<file path="src/exec_pkg.sv">
// Shared constants for the index, status and add execution logic
package exec_pkg;
  localparam int WORD_W = 16;
  localparam int OP_W = 5;
  // Instruction field positions, bit 0 of the word is the least significant
  localparam int OP_HI = 15;
  localparam int OP_LO = 11;
  localparam int FMT_BIT = 10;
  localparam int TAG_HI = 9;
  localparam int TAG_LO = 8;
  localparam int DISP_HI = 7;
  localparam int DISP_SIGN = 7;
  localparam int IND_BIT = 7;
  localparam int PROT_SEL_BIT = 6;
  localparam int PROT_VAL_BIT = 0;
  localparam int LDS_CARRY_BIT = 1;
  localparam int LDS_OVF_BIT = 0;
  // Status word layout when indicators are stored
  localparam int STS_CARRY_BIT = 1;
  localparam int STS_OVF_BIT = 0;
  localparam int STS_KEEP_HI = 15;
  localparam int STS_KEEP_LO = 8;
  // Operation codes, top five bits of the first word
  localparam logic [4:0] OP_LOAD_INDEX = 5'h0C;
  localparam logic [4:0] OP_STORE_INDEX = 5'h0D;
  localparam logic [4:0] OP_STORE_STATUS = 5'h05;
  localparam logic [4:0] OP_LOAD_STATUS = 5'h04;
  localparam logic [4:0] OP_ADD = 5'h10;
  localparam logic [4:0] OP_DOUBLE_ADD = 5'h11;
  localparam logic [4:0] OP_SUBTRACT = 5'h12;
  localparam logic [1:0] TAG_INSTR = 2'h0;
  // Reset values and the double add odd address mask
  localparam logic [15:0] RST_WORD = 16'h0000;
  localparam logic RST_IND = 1'b0;
  localparam logic [15:0] ODD_MASK = 16'h0001;
endpackage

</file>
<file path="src/arith_unit.sv">
// Two's complement add and subtract with carry and overflow detection
`timescale 1ns/100ps
module arith_unit (
  input wire logic [31:0] acc_pair,
  input wire logic [31:0] operand,
  input wire logic subtract,
  input wire logic double_len,
  output logic [31:0] result,
  output logic carry_out,
  output logic overflow_out
);
  logic [31:0] x;
  logic [31:0] y;
  logic [32:0] wide;

  // Single length work is aligned to the top so the same carry and sign
  // positions serve both lengths
  always_comb begin
    x = double_len ? acc_pair : {acc_pair[31:16], 16'h0000};
    y = double_len ? operand : {operand[31:16], 16'h0000};
    if (subtract) begin
      wide = {1'b0, x} - {1'b0, y};
    end else begin
      wide = {1'b0, x} + {1'b0, y};
    end
    result = double_len ? wide[31:0] : {wide[31:16], acc_pair[15:0]};
    carry_out = wide[32];
    if (subtract) begin
      overflow_out = (x[31] != y[31]) && (wide[31] != x[31]);
    end else begin
      overflow_out = (x[31] == y[31]) && (wide[31] != x[31]);
    end
  end
endmodule // arith_unit

</file>
<file path="src/index_status_add_execute.sv">
// Executes load/store index, status, protect bit, add, double add and subtract
`timescale 1ns/100ps
// Function
// RULE1 - One-word load index puts offset in instruction register for tag 00, else index
// RULE2 - Short offset loaded into a register is sign extended from its sign bit
// RULE3 - Two-word direct load index loads the second word itself
// RULE4 - Two-word indirect load index loads the storage word addressed by second word
// RULE5 - Store index writes instruction register or selected index at operand location
// RULE6 - Store status puts carry in bit 14 and overflow in bit 15
// RULE7 - Store status keeps bits 0-7, zeroes bits 8-13, merging with storage
// RULE8 - Store status clears carry and overflow while storing them
// RULE9 - Store status has one-word, two-word direct and two-word indirect forms
// RULE10 - Protect form sets protect bit when bit 15 is one, clears it otherwise
// RULE11 - Protect bit is changed only while the permission switch enables it
// RULE12 - Protect form is two-word only, selected by bit 9, direct or indirect
// RULE13 - Load status is one-word only, indicators from instruction bits 14 and 15
// RULE14 - Load status codes 2000 to 2003 clear or set the two indicators
// RULE15 - Add puts two's complement sum in accumulator, storage untouched
// RULE16 - Add sets overflow when the sum leaves the 16-bit signed range
// RULE17 - Overflow is sticky; only status instructions or a test clear it
// RULE18 - Add sets carry on carry out of the top accumulator bit
// RULE19 - Double add adds even and next word to accumulator and extension
// RULE20 - Odd double add location adds that same word to both halves
// RULE21 - After double add, carry reflects only this instruction's carry out
// RULE22 - Double add sets sticky overflow when sum leaves 32-bit signed range
// RULE23 - Subtract puts accumulator minus operand in accumulator, storage untouched
// RULE24 - Subtract sets sticky overflow when difference leaves 16-bit signed range
// RULE25 - Subtract sets carry on a borrow out of the top accumulator bit
module index_status_add_execute (
  input wire logic clock,
  input wire logic rst_n,
  input wire logic issue,
  input wire logic [15:0] instr_word,
  input wire logic [15:0] addr_word,
  input wire logic protect_write_sw,
  input wire logic overflow_test_clear,
  input wire logic mem_ack,
  input wire logic [15:0] mem_rdata,
  output logic busy,
  output logic done,
  output logic illegal,
  output logic mem_req,
  output logic mem_we,
  output logic mem_prot_we,
  output logic [15:0] mem_addr,
  output logic [15:0] mem_wdata,
  output logic mem_prot_wdata,
  output logic [15:0] acc,
  output logic [15:0] acc_ext,
  output logic carry,
  output logic overflow,
  output logic [15:0] instr_reg,
  output logic [15:0] index_register1,
  output logic [15:0] index_register2,
  output logic [15:0] index_register3
);
  typedef enum logic [6:0] {
    S_IDLE  = 7'b0000001,
    S_IND   = 7'b0000010,
    S_EXEC  = 7'b0000100,
    S_OPND  = 7'b0001000,
    S_OPND2 = 7'b0010000,
    S_WRITE = 7'b0100000,
    S_PROT  = 7'b1000000
  } state_e;

  state_e state_ff;
  state_e nxt_state;
  logic [15:0] ir_ff;
  logic [15:0] ea_ff;
  logic [15:0] nxt_ea;
  logic [15:0] hi_word_ff;
  logic [15:0] acc_ff;
  logic [15:0] ext_ff;
  logic carry_ff;
  logic ovf_ff;
  logic [15:0] i_ff;
  logic [15:0] xr1_ff;
  logic [15:0] xr2_ff;
  logic [15:0] xr3_ff;
  logic sw_meta_ff;
  logic sw_sync_ff;
  logic mem_req_ff;
  logic mem_we_ff;
  logic mem_prot_we_ff;
  logic [15:0] mem_addr_ff;
  logic [15:0] mem_wdata_ff;
  logic mem_prot_wdata_ff;
  logic [15:0] nxt_addr;
  logic [15:0] nxt_wdata;
  logic nxt_we;
  logic nxt_prot_we;
  logic done_ff;
  logic busy_ff;
  logic illegal_ff;
  logic nxt_done;
  logic nxt_illegal;
  logic acked;
  logic [31:0] arith_result;
  logic arith_carry;
  logic arith_ovf;
  logic [31:0] arith_operand;
  logic [4:0] op;
  logic [1:0] tag;
  logic two_word;
  logic is_double;

  function automatic logic [15:0] sext_disp(input logic [15:0] w);
    sext_disp = {{8{w[exec_pkg::DISP_SIGN]}}, w[exec_pkg::DISP_HI:0]}; // [RULE2]
  endfunction

  function automatic logic [15:0] sel_reg(input logic [1:0] t, input logic [15:0] iv,
                                          input logic [15:0] r1, input logic [15:0] r2,
                                          input logic [15:0] r3);
    unique case (t)
      2'h0: sel_reg = iv;
      2'h1: sel_reg = r1;
      2'h2: sel_reg = r2;
      default: sel_reg = r3;
    endcase
  endfunction

  function automatic logic [15:0] sel_index(input logic [1:0] t, input logic [15:0] r1,
                                            input logic [15:0] r2, input logic [15:0] r3);
    sel_index = (t == exec_pkg::TAG_INSTR) ? exec_pkg::RST_WORD : sel_reg(t, 16'h0000, r1, r2, r3);
  endfunction

  // Pin input crossing for the permission switch
  always_ff @(posedge clock or negedge rst_n) begin
    if (!rst_n) begin
      sw_meta_ff <= 1'b0;
      sw_sync_ff <= 1'b0;
    end else begin
      sw_meta_ff <= protect_write_sw;
      sw_sync_ff <= sw_meta_ff;
    end
  end

  assign op = ir_ff[exec_pkg::OP_HI:exec_pkg::OP_LO];
  assign tag = ir_ff[exec_pkg::TAG_HI:exec_pkg::TAG_LO];
  assign two_word = ir_ff[exec_pkg::FMT_BIT];
  assign is_double = (op == exec_pkg::OP_DOUBLE_ADD);
  assign acked = mem_req_ff & mem_ack;
  assign arith_operand = is_double ? {hi_word_ff, mem_rdata} : {mem_rdata, 16'h0000};

  arith_unit u_arith (
    .acc_pair(({acc_ff, ext_ff})),
    .operand(arith_operand),
    .subtract((op == exec_pkg::OP_SUBTRACT)),
    .double_len(is_double),
    .result(arith_result),
    .carry_out(arith_carry),
    .overflow_out(arith_ovf)
  );

  // Latch the instruction and operand location
  always_ff @(posedge clock or negedge rst_n) begin
    if (!rst_n) begin
      ir_ff <= exec_pkg::RST_WORD;
      ea_ff <= exec_pkg::RST_WORD;
      hi_word_ff <= exec_pkg::RST_WORD;
    end else begin
      if (state_ff == S_IDLE && issue) begin
        ir_ff <= instr_word;
      end
      ea_ff <= nxt_ea;
      if (state_ff == S_OPND && acked) begin
        hi_word_ff <= mem_rdata;
      end
    end
  end

  // Sequencing and storage access requests
  always_comb begin
    nxt_state = state_ff;
    nxt_ea = ea_ff;
    nxt_addr = mem_addr_ff;
    nxt_wdata = mem_wdata_ff;
    nxt_we = 1'b0;
    nxt_prot_we = 1'b0;
    nxt_done = 1'b0;
    nxt_illegal = 1'b0;
    unique case (state_ff)
      S_IDLE: begin
        if (issue) begin
          if (instr_word[exec_pkg::OP_HI:exec_pkg::OP_LO] == exec_pkg::OP_LOAD_INDEX) begin
            // Load index holds the value itself, never indexed
            nxt_ea = instr_word[exec_pkg::FMT_BIT] ? addr_word : sext_disp(instr_word); // [RULE1] [RULE3]
          end else if (instr_word[exec_pkg::OP_HI:exec_pkg::OP_LO] == exec_pkg::OP_STORE_INDEX) begin
            nxt_ea = instr_word[exec_pkg::FMT_BIT] ? addr_word : i_ff + sext_disp(instr_word); // [RULE5]
          end else begin
            nxt_ea = instr_word[exec_pkg::FMT_BIT]
                   ? addr_word + sel_index(instr_word[exec_pkg::TAG_HI:exec_pkg::TAG_LO], xr1_ff, xr2_ff, xr3_ff)
                   : sel_reg(instr_word[exec_pkg::TAG_HI:exec_pkg::TAG_LO], i_ff, xr1_ff, xr2_ff, xr3_ff)
                     + sext_disp(instr_word); // [RULE9]
          end
          if (instr_word[exec_pkg::FMT_BIT] && instr_word[exec_pkg::IND_BIT]
              && instr_word[exec_pkg::OP_HI:exec_pkg::OP_LO] != exec_pkg::OP_LOAD_STATUS) begin
            nxt_state = S_IND;
            nxt_addr = nxt_ea;
          end else begin
            nxt_state = S_EXEC;
          end
        end
      end
      S_IND: begin
        if (acked) begin
          nxt_ea = mem_rdata; // [RULE4]
          nxt_state = S_EXEC;
        end
      end
      S_EXEC: begin
        nxt_addr = ea_ff;
        unique case (op)
          exec_pkg::OP_LOAD_INDEX: begin
            nxt_state = S_IDLE;
            nxt_done = 1'b1;
          end
          exec_pkg::OP_LOAD_STATUS: begin
            nxt_state = S_IDLE;
            nxt_done = 1'b1;
            nxt_illegal = two_word; // [RULE13]
          end
          exec_pkg::OP_STORE_INDEX: begin
            nxt_wdata = sel_reg(tag, i_ff, xr1_ff, xr2_ff, xr3_ff); // [RULE5]
            nxt_we = 1'b1;
            nxt_state = S_WRITE;
          end
          exec_pkg::OP_STORE_STATUS: begin
            if (two_word && ir_ff[exec_pkg::PROT_SEL_BIT]) begin // [RULE12]
              if (sw_sync_ff) begin // [RULE11]
                nxt_prot_we = 1'b1;
                nxt_state = S_PROT;
              end else begin
                nxt_state = S_IDLE;
                nxt_done = 1'b1;
              end
            end else begin
              nxt_state = S_OPND;
            end
          end
          exec_pkg::OP_ADD, exec_pkg::OP_SUBTRACT, exec_pkg::OP_DOUBLE_ADD: begin
            nxt_state = S_OPND;
          end
          default: begin
            nxt_state = S_IDLE;
            nxt_done = 1'b1;
            nxt_illegal = 1'b1;
          end
        endcase
      end
      S_OPND: begin
        if (acked) begin
          if (op == exec_pkg::OP_STORE_STATUS) begin
            // Merge indicators with the existing word
            nxt_wdata = {mem_rdata[exec_pkg::STS_KEEP_HI:exec_pkg::STS_KEEP_LO], 6'h00,
                         carry_ff, ovf_ff}; // [RULE6] [RULE7]
            nxt_we = 1'b1;
            nxt_state = S_WRITE;
          end else if (is_double) begin
            nxt_addr = ea_ff | exec_pkg::ODD_MASK; // [RULE19] [RULE20]
            nxt_state = S_OPND2;
          end else begin
            nxt_state = S_IDLE;
            nxt_done = 1'b1;
          end
        end
      end
      S_OPND2: begin
        if (acked) begin
          nxt_state = S_IDLE;
          nxt_done = 1'b1;
        end
      end
      S_WRITE: begin
        nxt_we = 1'b1;
        if (acked) begin
          nxt_we = 1'b0;
          nxt_state = S_IDLE;
          nxt_done = 1'b1;
        end
      end
      S_PROT: begin
        nxt_prot_we = 1'b1;
        if (acked) begin
          nxt_prot_we = 1'b0;
          nxt_state = S_IDLE;
          nxt_done = 1'b1;
        end
      end
      default: begin
        nxt_state = S_IDLE;
      end
    endcase
  end

  always_ff @(posedge clock or negedge rst_n) begin
    if (!rst_n) begin
      state_ff <= S_IDLE;
      busy_ff <= 1'b0;
      done_ff <= 1'b0;
      illegal_ff <= 1'b0;
    end else begin
      state_ff <= nxt_state;
      busy_ff <= (nxt_state != S_IDLE);
      done_ff <= nxt_done;
      illegal_ff <= nxt_illegal;
    end
  end

  // Storage port: one idle cycle separates two accesses
  always_ff @(posedge clock or negedge rst_n) begin
    if (!rst_n) begin
      mem_req_ff <= 1'b0;
      mem_we_ff <= 1'b0;
      mem_prot_we_ff <= 1'b0;
      mem_addr_ff <= exec_pkg::RST_WORD;
      mem_wdata_ff <= exec_pkg::RST_WORD;
      mem_prot_wdata_ff <= 1'b0;
    end else begin
      mem_req_ff <= (nxt_state inside {S_IND, S_OPND, S_OPND2, S_WRITE, S_PROT}) && !acked;
      mem_we_ff <= nxt_we && !acked;
      mem_prot_we_ff <= nxt_prot_we && !acked;
      mem_addr_ff <= nxt_addr;
      mem_wdata_ff <= nxt_wdata;
      mem_prot_wdata_ff <= ir_ff[exec_pkg::PROT_VAL_BIT]; // [RULE10]
    end
  end

  // Instruction and index registers
  always_ff @(posedge clock or negedge rst_n) begin
    if (!rst_n) begin
      i_ff <= exec_pkg::RST_WORD;
      xr1_ff <= exec_pkg::RST_WORD;
      xr2_ff <= exec_pkg::RST_WORD;
      xr3_ff <= exec_pkg::RST_WORD;
    end else if (state_ff == S_EXEC && op == exec_pkg::OP_LOAD_INDEX) begin
      unique case (tag)
        2'h0: i_ff <= ea_ff; // [RULE1] [RULE3] [RULE4]
        2'h1: xr1_ff <= ea_ff;
        2'h2: xr2_ff <= ea_ff;
        default: xr3_ff <= ea_ff;
      endcase
    end
  end

  // Accumulator and extension
  always_ff @(posedge clock or negedge rst_n) begin
    if (!rst_n) begin
      acc_ff <= exec_pkg::RST_WORD;
      ext_ff <= exec_pkg::RST_WORD;
    end else if ((state_ff == S_OPND && acked && !is_double && op != exec_pkg::OP_STORE_STATUS)
                 || (state_ff == S_OPND2 && acked)) begin
      acc_ff <= arith_result[31:16]; // [RULE15] [RULE23]
      ext_ff <= arith_result[15:0]; // [RULE19]
    end
  end

  // Carry and overflow indicators
  always_ff @(posedge clock or negedge rst_n) begin
    if (!rst_n) begin
      carry_ff <= exec_pkg::RST_IND;
      ovf_ff <= exec_pkg::RST_IND;
    end else if (state_ff == S_EXEC && op == exec_pkg::OP_LOAD_STATUS && !two_word) begin
      carry_ff <= ir_ff[exec_pkg::LDS_CARRY_BIT]; // [RULE13] [RULE14]
      ovf_ff <= ir_ff[exec_pkg::LDS_OVF_BIT];
    end else if (state_ff == S_OPND && acked && op == exec_pkg::OP_STORE_STATUS) begin
      carry_ff <= 1'b0; // [RULE8]
      ovf_ff <= 1'b0;
    end else if ((state_ff == S_OPND && acked && !is_double && op != exec_pkg::OP_STORE_STATUS)
                 || (state_ff == S_OPND2 && acked)) begin
      carry_ff <= arith_carry; // [RULE18] [RULE21] [RULE25]
      ovf_ff <= ovf_ff | arith_ovf; // [RULE16] [RULE17] [RULE22] [RULE24]
    end else if (overflow_test_clear) begin
      ovf_ff <= 1'b0; // [RULE17]
    end
  end

  assign busy = busy_ff;
  assign done = done_ff;
  assign illegal = illegal_ff;
  assign mem_req = mem_req_ff;
  assign mem_we = mem_we_ff;
  assign mem_prot_we = mem_prot_we_ff;
  assign mem_addr = mem_addr_ff;
  assign mem_wdata = mem_wdata_ff;
  assign mem_prot_wdata = mem_prot_wdata_ff;
  assign acc = acc_ff;
  assign acc_ext = ext_ff;
  assign carry = carry_ff;
  assign overflow = ovf_ff;
  assign instr_reg = i_ff;
  assign index_register1 = xr1_ff;
  assign index_register2 = xr2_ff;
  assign index_register3 = xr3_ff;
endmodule // index_status_add_execute

</file>
<file path="config.mk">
export PLATFORM = sky130hd
export DESIGN_NAME = index_status_add_execute
export DESIGN_NICKNAME = d
export VERILOG_FILES = /design/src/exec_pkg.sv /design/src/arith_unit.sv /design/src/index_status_add_execute.sv
export SDC_FILE = /design/constraint.sdc
export NUM_CORES = 1
export LEC_CHECK = 0
export BUFFER_PORTS_ARGS = -buffer_cell sky130_fd_sc_hd__buf_2
export CORE_MARGIN = 8
export CORE_UTILIZATION = 35
export DETAILED_ROUTE_END_ITERATION = 10
export HOLD_SLACK_MARGIN = 0.1
export PLACE_DENSITY = 0.56
export SLEW_MARGIN = 25
export SYNTH_ARGS = -nofsm -noshare
export SYNTH_HDL_FRONTEND = slang
export SYNTH_SLANG_ARGS = --single-unit
</file>
<file path="constraint.sdc">
create_clock -name clock -period 12.1 [get_ports clock]
set_input_delay 1.815 -clock clock [delete_from_list [all_inputs] [get_ports clock]]
set_output_delay 1.815 -clock clock [all_outputs]
set_load 0.1 [all_outputs]
</file>
* After elaboration in Yosys (flattened, before gate mapping)
Index checks and enable logic that the tools add are counted.
** Operators by class
- Add/sub/neg operators :: 5
- Muxes and demuxes :: 72
- Reductions and logical operators :: 42
- Equal/unequal tests :: 39
- Bitwise operators :: 3
** Operators by type and width (count)
- two-way mux 16 bit :: 26
- one-hot mux 16 bit (3 select lines) :: 3
- one-hot mux 16 bit (2 select lines) :: 3
- adder 16 bit :: 3
- two-way mux 7 bit :: 6
- one-hot mux 7 bit (5 select lines) :: 1
- adder 32 x 32 -> 33 bit :: 1
- two-way mux 33 bit :: 1
- subtractor 32 x 32 -> 33 bit :: 1
- two-way mux 32 bit :: 1
- two-way mux 1 bit :: 22
- one-hot mux 7 bit (3 select lines) :: 1
- == test 5 x 4 -> 1 bit, second input constant :: 4
- logical AND 1 bit :: 17
- == test 5 bit, second input constant :: 3
- == test 7 x 2 -> 1 bit, second input constant :: 2
- == test 7 x 4 -> 1 bit, second input constant :: 2
- == test 7 x 5 -> 1 bit, second input constant :: 2
- == test 7 x 6 -> 1 bit, second input constant :: 2
- == test 7 bit, second input constant :: 2
- == test 5 x 3 -> 1 bit, second input constant :: 2
- inequality test 2 bit, second input constant :: 5
- inequality test 5 x 3 -> 1 bit, second input constant :: 2
- AND reduction 2 bit :: 5
- 29 further kinds :: 44
** Word-level totals
- Output and inout bits :: 137
- Flip-flop bits (word level) :: 194

* Depth between registers and ports, before layout
Gate-level depths: netlist of run 1.
- Depth in word-level cells :: 14
- Depth in mapped cells :: 24

* Hierarchy
A second synthesis of run 1 with hierarchy kept.
** Second synthesis, totals
- Cells, all modules :: 1687
- Area, all modules :: 15014.4 um^2
** Modules (own cells, without submodules)
- index_status_add_execute :: instances 1, cells an instance 1247, sequential area each 4730.8 um^2, area an instance 12096.6 um^2
- arith_unit :: instances 1, cells an instance 440, sequential area each 0.0 um^2, area an instance 2917.8 um^2

* Worst setup path after synthesis of run 1
Ideal clock, no wire load.
- Kind :: input to register
- From :: input mem_rdata[5]
- To :: register ovf_ff (netlist: overflow)
- Data required time :: 11.996 ns
- Slack :: 6.264 ns
- Stages :: 18
- Path buffers :: 1
- Data arrival time :: 5.732 ns
- Cells stage by stage :: buf_2 > or3_1 > or4_1 > nor2_1 > o21a_1 > nor2_1 > a211o_1 > nand3_1 > ha_1 > a21o_1 > a211o_1 > a2111oi_0 > o22ai_1 > a41oi_2 > o21a_1 > mux2i_1 > nor2_1 > o311ai_1
** On the way
- Word-level cells in the longest chain between the ends :: 11
- Elaborated cells between the ends (all ways) :: 13
** Ends and longest elaborated chain
- start: declaration :: line index_status_add_execute.sv:38 : input wire logic [15:0] mem_rdata,
- two-way mux 32 bit (*) :: line index_status_add_execute.sv:144 : assign arith_operand = is_double ? {hi_word_ff, mem_rdata} : {mem_rdata, 16'h0000};
- two-way mux 16 bit :: line arith_unit.sv:20 : y = double_len ? operand : {operand[31:16], 16'h0000};
- adder 32 x 32 -> 33 bit / subtractor 32 x 32 -> 33 bit (equally long branches) :: line arith_unit.sv:24, arith_unit.sv:22
- two-way mux 33 bit (*) :: line arith_unit.sv:21 : if (subtract) begin
- inequality test 1 bit (*) :: line arith_unit.sv:29, arith_unit.sv:31
- logical AND 1 bit (on tied branches) :: line arith_unit.sv:31, arith_unit.sv:29
- two-way mux 1 bit (*) :: line arith_unit.sv:28 : if (subtract) begin
- bitwise OR 1 bit (*) :: line index_status_add_execute.sv:373 : ovf_ff <= ovf_ff | arith_ovf;
- two-way mux 1 bit (*) :: line index_status_add_execute.sv:370 : end else if ((state_ff == S_OPND && acked && !is_double && op != exec_pkg::OP_STORE_STATUS)
- two-way mux 1 bit (*) :: line index_status_add_execute.sv:367 : end else if (state_ff == S_OPND && acked && op == exec_pkg::OP_STORE_STATUS) begin
- two-way mux 1 bit (*) :: line index_status_add_execute.sv:364 : end else if (state_ff == S_EXEC && op == exec_pkg::OP_LOAD_STATUS && !two_word) begin
- end signal: assignment :: line index_status_add_execute.sv:363 : ovf_ff <= exec_pkg::RST_IND;
- end signal: assignment :: line index_status_add_execute.sv:366 : ovf_ff <= ir_ff[exec_pkg::LDS_OVF_BIT];
- end signal: assignment :: line index_status_add_execute.sv:373
- end: declaration :: line index_status_add_execute.sv:76 : logic ovf_ff;
Mark *: on every way between the ends. The rest lies on a longest branch, timed or not.
A chain may end at the register's enable or synchronous reset.

* Final worst setup path of run 1
- From :: input mem_rdata[7]
- To :: register ovf_ff (netlist: overflow)
The elaborated chain is that of the path after synthesis.

==> reports/results.ini, run 1 <==
[grt]
antenna_found_initial = 2
grt_overflow = 0
track_usage_pct = 20.9
grt_pass1_wl_um = 76900
grt_max_degree = 74
grt_pass1_vias = 12831

[drt]
wl_per_cell_um = 21.7
drt_iter0_drc = 927
drc = 0
num_vias = 12864
via_per_inst = 5.59
wl_um = 50000
drtPass1Iterations = 5
ant_nets = 0

[clock_network]
clockBufferDepth = 2
h-tree-depth = 4
clkTransAtPathRegs_ns = 0.07
cts_made_buffers = 17
cts_tree = built
clock-sinks = 189
holdBufCountCts = 0
post_cts_resized = 0
clk_latency_ns = 0.46
cts_setup_buffers = 0
cts-root-buf = clkbuf_16

[floorplan]
start_util_pct = 35.5
die_area_um2 = 47000
die_width_um = 217
chipHeight_um = 217
io_pins = 191
coreArea_um2 = 39700
rows = 73

[finish]
fin_util_pct = 40.6
nNetsFinal = 1904
syn_to_final_growth_pct = 14.2
drive_above_1_share_pct = 20.3

[setup_path]
cp.arrival_ns = 6.26
worstSetupStartpointType = input port
critPathMaxFanout = 6
r2r_slack_ns = 6.32
end_kind = flip-flop
critical_path_class = input port to flip-flop
worstPathRequired_ns = 12.45

[placement]
port-buffer-count = 190
gp_congestion = 0.909
post-dp-hpwl_um = 39100

[synth]
synth.area.mux_share_pct = 12.0
ys_seq_area_share_pct = 33.5
yosysTopAreaCell = dfrtp_1
synth_top_cells_by_count = 270 x nand2_1, 188 x dfrtp_1, 140 x o21ai_0, 104 x a21oi_1, 98 x nor2_1
synth_area_leaders = dfrtp_1 33%, ha_1 7.3%, nand2_1 7.2%, mux2_2 6.5%, o21ai_0 5.0%
syn_inst = 1622
syn-num-nets = 1762
ys_ff_latch = 189
synth_warnings = 0
synth_top_family_by_area = compound AO/OA/AOI/OAI gates
yosysMostFrequentCell = nand2_1
synthFlopType = dfrtp_1
synth_fa_ha_area_share_pct = 7.84
synthXorXnorAreaFrac_pct = 5.52
synthSimpleGateAreaFrac_pct = 18.4
syn_area_um2 = 14100
synth_top_area_share_pct = 33.3
yosysUniqueCellTypes = 81
synth_enable_flop_cells = 0
postSynthAreaPerCell_um2 = 8.70
synth_compound_area_share_pct = 19.4
postSynth.asyncResetShare_pct = 100

[power_and_ir_drop]
clock_power_share_pct = 18.7
power_frac_seq_pct = 30.5
p_sw_uw = 1550
p_total_uw = 3030
combPwrFrac_pct = 50.8
pwr_density_cell_nw_per_um2 = 188
switching_share_pct = 51.0
p_int_uw = 1490
ir_drop_mv = 0.103
leakagePower_uw = 0.00810

[sta]
worst-slew-pin-transition_ns = 1.01
tns_ns = 0
slew_viol_final = 0
slew-limit-headroom_pct = 32.1
period_minus_slack_ns = 5.91
fin_crit_sh_pct = 48.8
finalHoldViolCount = 0
finalClockSkew_ns = 0.0153
setup_violations = 0
rsz0062_at_grt = no
fmax_ghz = 0.169

[run]
cap_viol_max_count = 0

[status]
outcome = complete, no violations

[min_path]
hold_path.class = flip-flop to flip-flop

[power groups by stage]
stage / logic, uW / registers, uW / clock network [uW]
after CTS: 1540 / 921 / 577
after global routing: 1660 / 938 / 599
final: 1540 / 924 / 567
after floorplan: 771 / 1280 / 0
after global placement: 1530 / 930 / 0
after detailed placement: 1540 / 934 / 0
[cell usage in the layout, fill, tap and decap left out, types with 8 or more instances in the layout]
master,n
o21bai_1,9
nor2_1,98
a31oi_1,16
inv_1,36
dfrtp_1,188
xnor2_1,61
clkbuf_16,17
a211oi_1,29
or3_1,21
and2_1,23
a211o_1,9
a21oi_1,104
o21ai_0,140
mux2_2,81
a22oi_1,18
nand2b_1,9
mux4_2,18
nor3_1,42
buf_2,189
ha_1,81
o31ai_1,10
nand2_1,269
nand3_1,32
mux2i_1,38
xor2_1,28
buf_4,18
o211ai_1,12
a21o_1,29
and3_1,14
o21a_1,8
[worst max-delay path, cell delays in order]
cell	delay (ns)
buf_2	0.13
or3_1	0.42
or4_1	0.47
nor2_1	0.16
o21a_1	0.17
inv_1	0.07
o2111ai_1	0.18
nand3_1	0.12
ha_1	0.39
a21o_1	0.21
a211o_1	0.29
a2111oi_0	0.35
o22ai_1	0.29
a41oi_2	0.38
o21a_1	0.23
mux2i_1	0.24
nor2_1	0.08
o311ai_1	0.26
[layout make-up]
type                    instances  area, um^2
diodes                          1        2.50
clock buffers                  21         450
clock inverters                11         111
fillers                      4065       23600
inverters                      36         135
multi-input cells            1311        8920
flip-flops and latches        189        4730
well taps                     525         657
repair buffers                209        1110
[stage by stage]
step           setup slack (ns)  hold slack, ns  area, um^2  cells
4_1_cts                    6.17           0.352       16100   2302
3_3_place_gp               5.76           0.339       15500   2270
5_1_grt                    5.78           0.357       16100   2302
6_report                   6.19           0.351       16100   2303
3_5_place_dp               5.69           0.335       15500   2270
2_1_floorplan              6.26           0.331       14100   1622
[cells by family after synthesis]
kind of cell,Yosys count
xor gates and xnor gates,89
DFF,189
adders and majority gates,86
and+or+nand+nor,562
buffers and inverters,122
AOI/OAI and AO/OA,437
muxes,137
[layer usage]
layer | routed length, um | GRT usage, % | part of all wire [%]
met4 | 1320 | 6.90 | 2.6
met3 | 2910 | 4.09 | 5.8
met2 | 23300 | 34.2 | 47
met1 | 22500 | 27.6 | 45
met5 | 21 | 0 | 0.042
[final timing paths]
| check | end | start | depth (start not counted) |
|---|---|---|---|
| worst min register to register | sw_sync_ff | sw_meta_ff | 0 |
| max in group asynchronous | index_register3[7] | rst_n | 2 |
| worst min-delay path | sw_sync_ff | sw_meta_ff | 0 |
| worst max register to register | overflow | ir_ff[14] | 15 |
| min in group asynchronous | acc_ext[12] | rst_n | 1 |
| worst max-delay path | overflow | mem_rdata[7] | 18 |
Note: power is estimated with default switching activity, not from simulation.
==> run 2, diff against run 1 <==
- clock period: 12.1 -> 5.5 ns (I/O delays scaled with it)
==> reports/results.ini, run 2 (synthesized netlist as in run 1, its figures left out) <==
[status]
outcome = complete, no violations

[clock_network]
clk_latency_ns = 0.46  ; about the same
clockBufferDepth = 2  ; unchanged
post_cts_resized = 0  ; unchanged
clkTransAtPathRegs_ns = 0.08  ; about the same
holdBufCountCts = 0  ; unchanged
clock-sinks = 189  ; unchanged
h-tree-depth = 4  ; unchanged
cts-root-buf = clkbuf_16
cts_tree = built
cts_setup_buffers = 0  ; unchanged
cts_made_buffers = 17  ; unchanged

[drt]
num_vias = 12913  ; +0.38%
wl_um = 50600  ; +1.2%
drt_iter0_drc = 1116  ; +20%
drtPass1Iterations = 5  ; unchanged
ant_nets = 0  ; unchanged
wl_per_cell_um = 21.8  ; +0.55%
via_per_inst = 5.57  ; -0.23%
drc = 0  ; unchanged

[grt]
grt_overflow = 0  ; unchanged
grt_pass1_wl_um = 78700  ; +2.4%
antenna_found_initial = 4  ; +2
grt_max_degree = 111  ; +50%
track_usage_pct = 21.3  ; +0.35 points
grt_pass1_vias = 12806  ; -0.19%

[sta]
period_minus_slack_ns = 4.91
worst-slew-pin-transition_ns = 1.04  ; +0.0217 ns
slew_viol_final = 0  ; unchanged
rsz0062_at_grt = no
setup_violations = 0  ; unchanged
fmax_ghz = 0.204
tns_ns = 0  ; unchanged
slew-limit-headroom_pct = 30.8  ; -1.4 points
finalHoldViolCount = 0  ; unchanged
finalClockSkew_ns = 0.0110  ; -0.00427 ns
fin_crit_sh_pct = 89.2

[setup_path]
cp.arrival_ns = 5.29  ; -0.97 ns
path_buf_inv = 0  ; -2
critical_path_class = flip-flop to flip-flop
worstPathRequired_ns = 5.88  ; -6.57 ns
max_stage_delay_ns = 0.47  ; about the same
critPathSlowestCell = dfrtp_1
critPathMaxFanout = 9  ; +3
worstPathCellList = or3b_4 > nor3b_4 > nand2_1 > ha_1 > o21ai_0 > o311ai_0 > ha_1 > and4_1 > and4_1 > a2111o_1 > o21ai_0 > nor2_1 > a31oi_1 > o41a_1 > xnor2_1 > mux2i_1 > o21ai_1
cpLargestDelayFamily = compound AO/OA/AOI/OAI gates
end_kind = flip-flop
worstSetupStartpointType = flip-flop

[finish]
final_common_cell = nand2_1
nNetsFinal = 1917  ; +0.68%
multiInputGateArea_um2 = 8920  ; about the same
fillers = 4019  ; -1.1%
layout_common_cells = 269 x nand2_1, 189 x buf_2, 188 x dfrtp_1
drive_above_1_share_pct = 20.8  ; +0.52 points
seq_area_um2 = 4730  ; unchanged
fin_util_pct = 40.9  ; +0.37 points
syn_to_final_growth_pct = 15.3

[placement]
gp_congestion = 0.927  ; +1.9%
port-buffer-count = 190  ; unchanged
post-dp-hpwl_um = 39600  ; +1.3%

[power_and_ir_drop]
p_total_uw = 6770  ; +120%
pwr_density_cell_nw_per_um2 = 416  ; +120%
p_sw_uw = 3390  ; +120%
ir_drop_mv = 0.226  ; +120%
power_frac_seq_pct = 29.7  ; -0.8 points
leakagePower_uw = 0.00818  ; +1.1%
p_int_uw = 3390  ; +130%
clock_power_share_pct = 19.5  ; +0.8 points
combPwrFrac_pct = 50.8  ; about the same
switching_share_pct = 50.0  ; -0.98 points

[floorplan]
die_area_um2 = 47000  ; unchanged
start_util_pct = 35.5  ; unchanged
io_pins = 191  ; unchanged
chipHeight_um = 217  ; unchanged
coreArea_um2 = 39700  ; unchanged
rows = 73  ; unchanged
die_width_um = 217  ; unchanged

[min_path]
hold_path.class = input port to asynchronous set/reset pin

[run]
cap_viol_max_count = 0  ; unchanged

[run 2: changes by cell type in the layout (fill, tap and decap cells not counted), sizes merged]
cell,change
bufinv,+2
inv,+1
diode,+1
clkinvlp,+1
buf,+13
clkbuf,-1
clkinv,-3
[run 2: path summary, 6_finish.rpt]
kind	from	endpoint	slack (ns)	cells after the start
setup reg to reg	ir_ff[14]	carry	0.59	17
setup / recovery	ir_ff[14]	carry	0.59	17
max in group asynchronous	rst_n	index_register2[7]	4.31	2
hold reg to reg	sw_meta_ff	sw_sync_ff	0.35	0
min in group clock	sw_meta_ff	sw_sync_ff	0.35	0
hold / removal	rst_n	state_ff[3]	0.26	1
[run 2: power by group through the flow]
| stage | clock, uW | combinational (uW) | sequential [uW] |
|---|---|---|---|
| final | 1320 | 3440 | 2010 |
| after global routing | 1410 | 3720 | 2040 |
| after CTS | 1350 | 3460 | 2010 |
| after detailed placement | 0 | 3450 | 2030 |
| after global placement | 0 | 3430 | 2030 |
| after floorplan | 0 | 1700 | 2820 |
[run 2: area by class of cell]
class / count / area share (%)
diodes: 2 / 0.0308
clock buffers: 20 / 2.68
clock inverters: 12 / 0.985
inverters: 36 / 0.831
multi-input cells: 1311 / 54.8
flip-flops and latches: 189 / 29.1
well taps: 525 / 4.04
repair buffers: 222 / 7.50
[run 2: metal layers]
layer  global-route usage (%)  wire (um)  up-vias
met3                     3.59       2790       58
met5                        0         34        -
met1                     28.6      22800     6336
met4                     5.82       1080        6
li1                         -          -     6169
met2                     35.1      23900      344
[run 2: per-stage QoR]
step           std cells  setup slack [ns]  area (um^2)  hold slack (ns)
2_1_floorplan       1622             0.196        14100            0.331
3_3_place_gp        2282             0.273        15600            0.336
3_5_place_dp        2282             0.204        15600            0.336
4_1_cts             2314             0.577        16200            0.354
5_1_grt             2316             0.111        16300            0.263
6_report            2317             0.595        16300            0.257
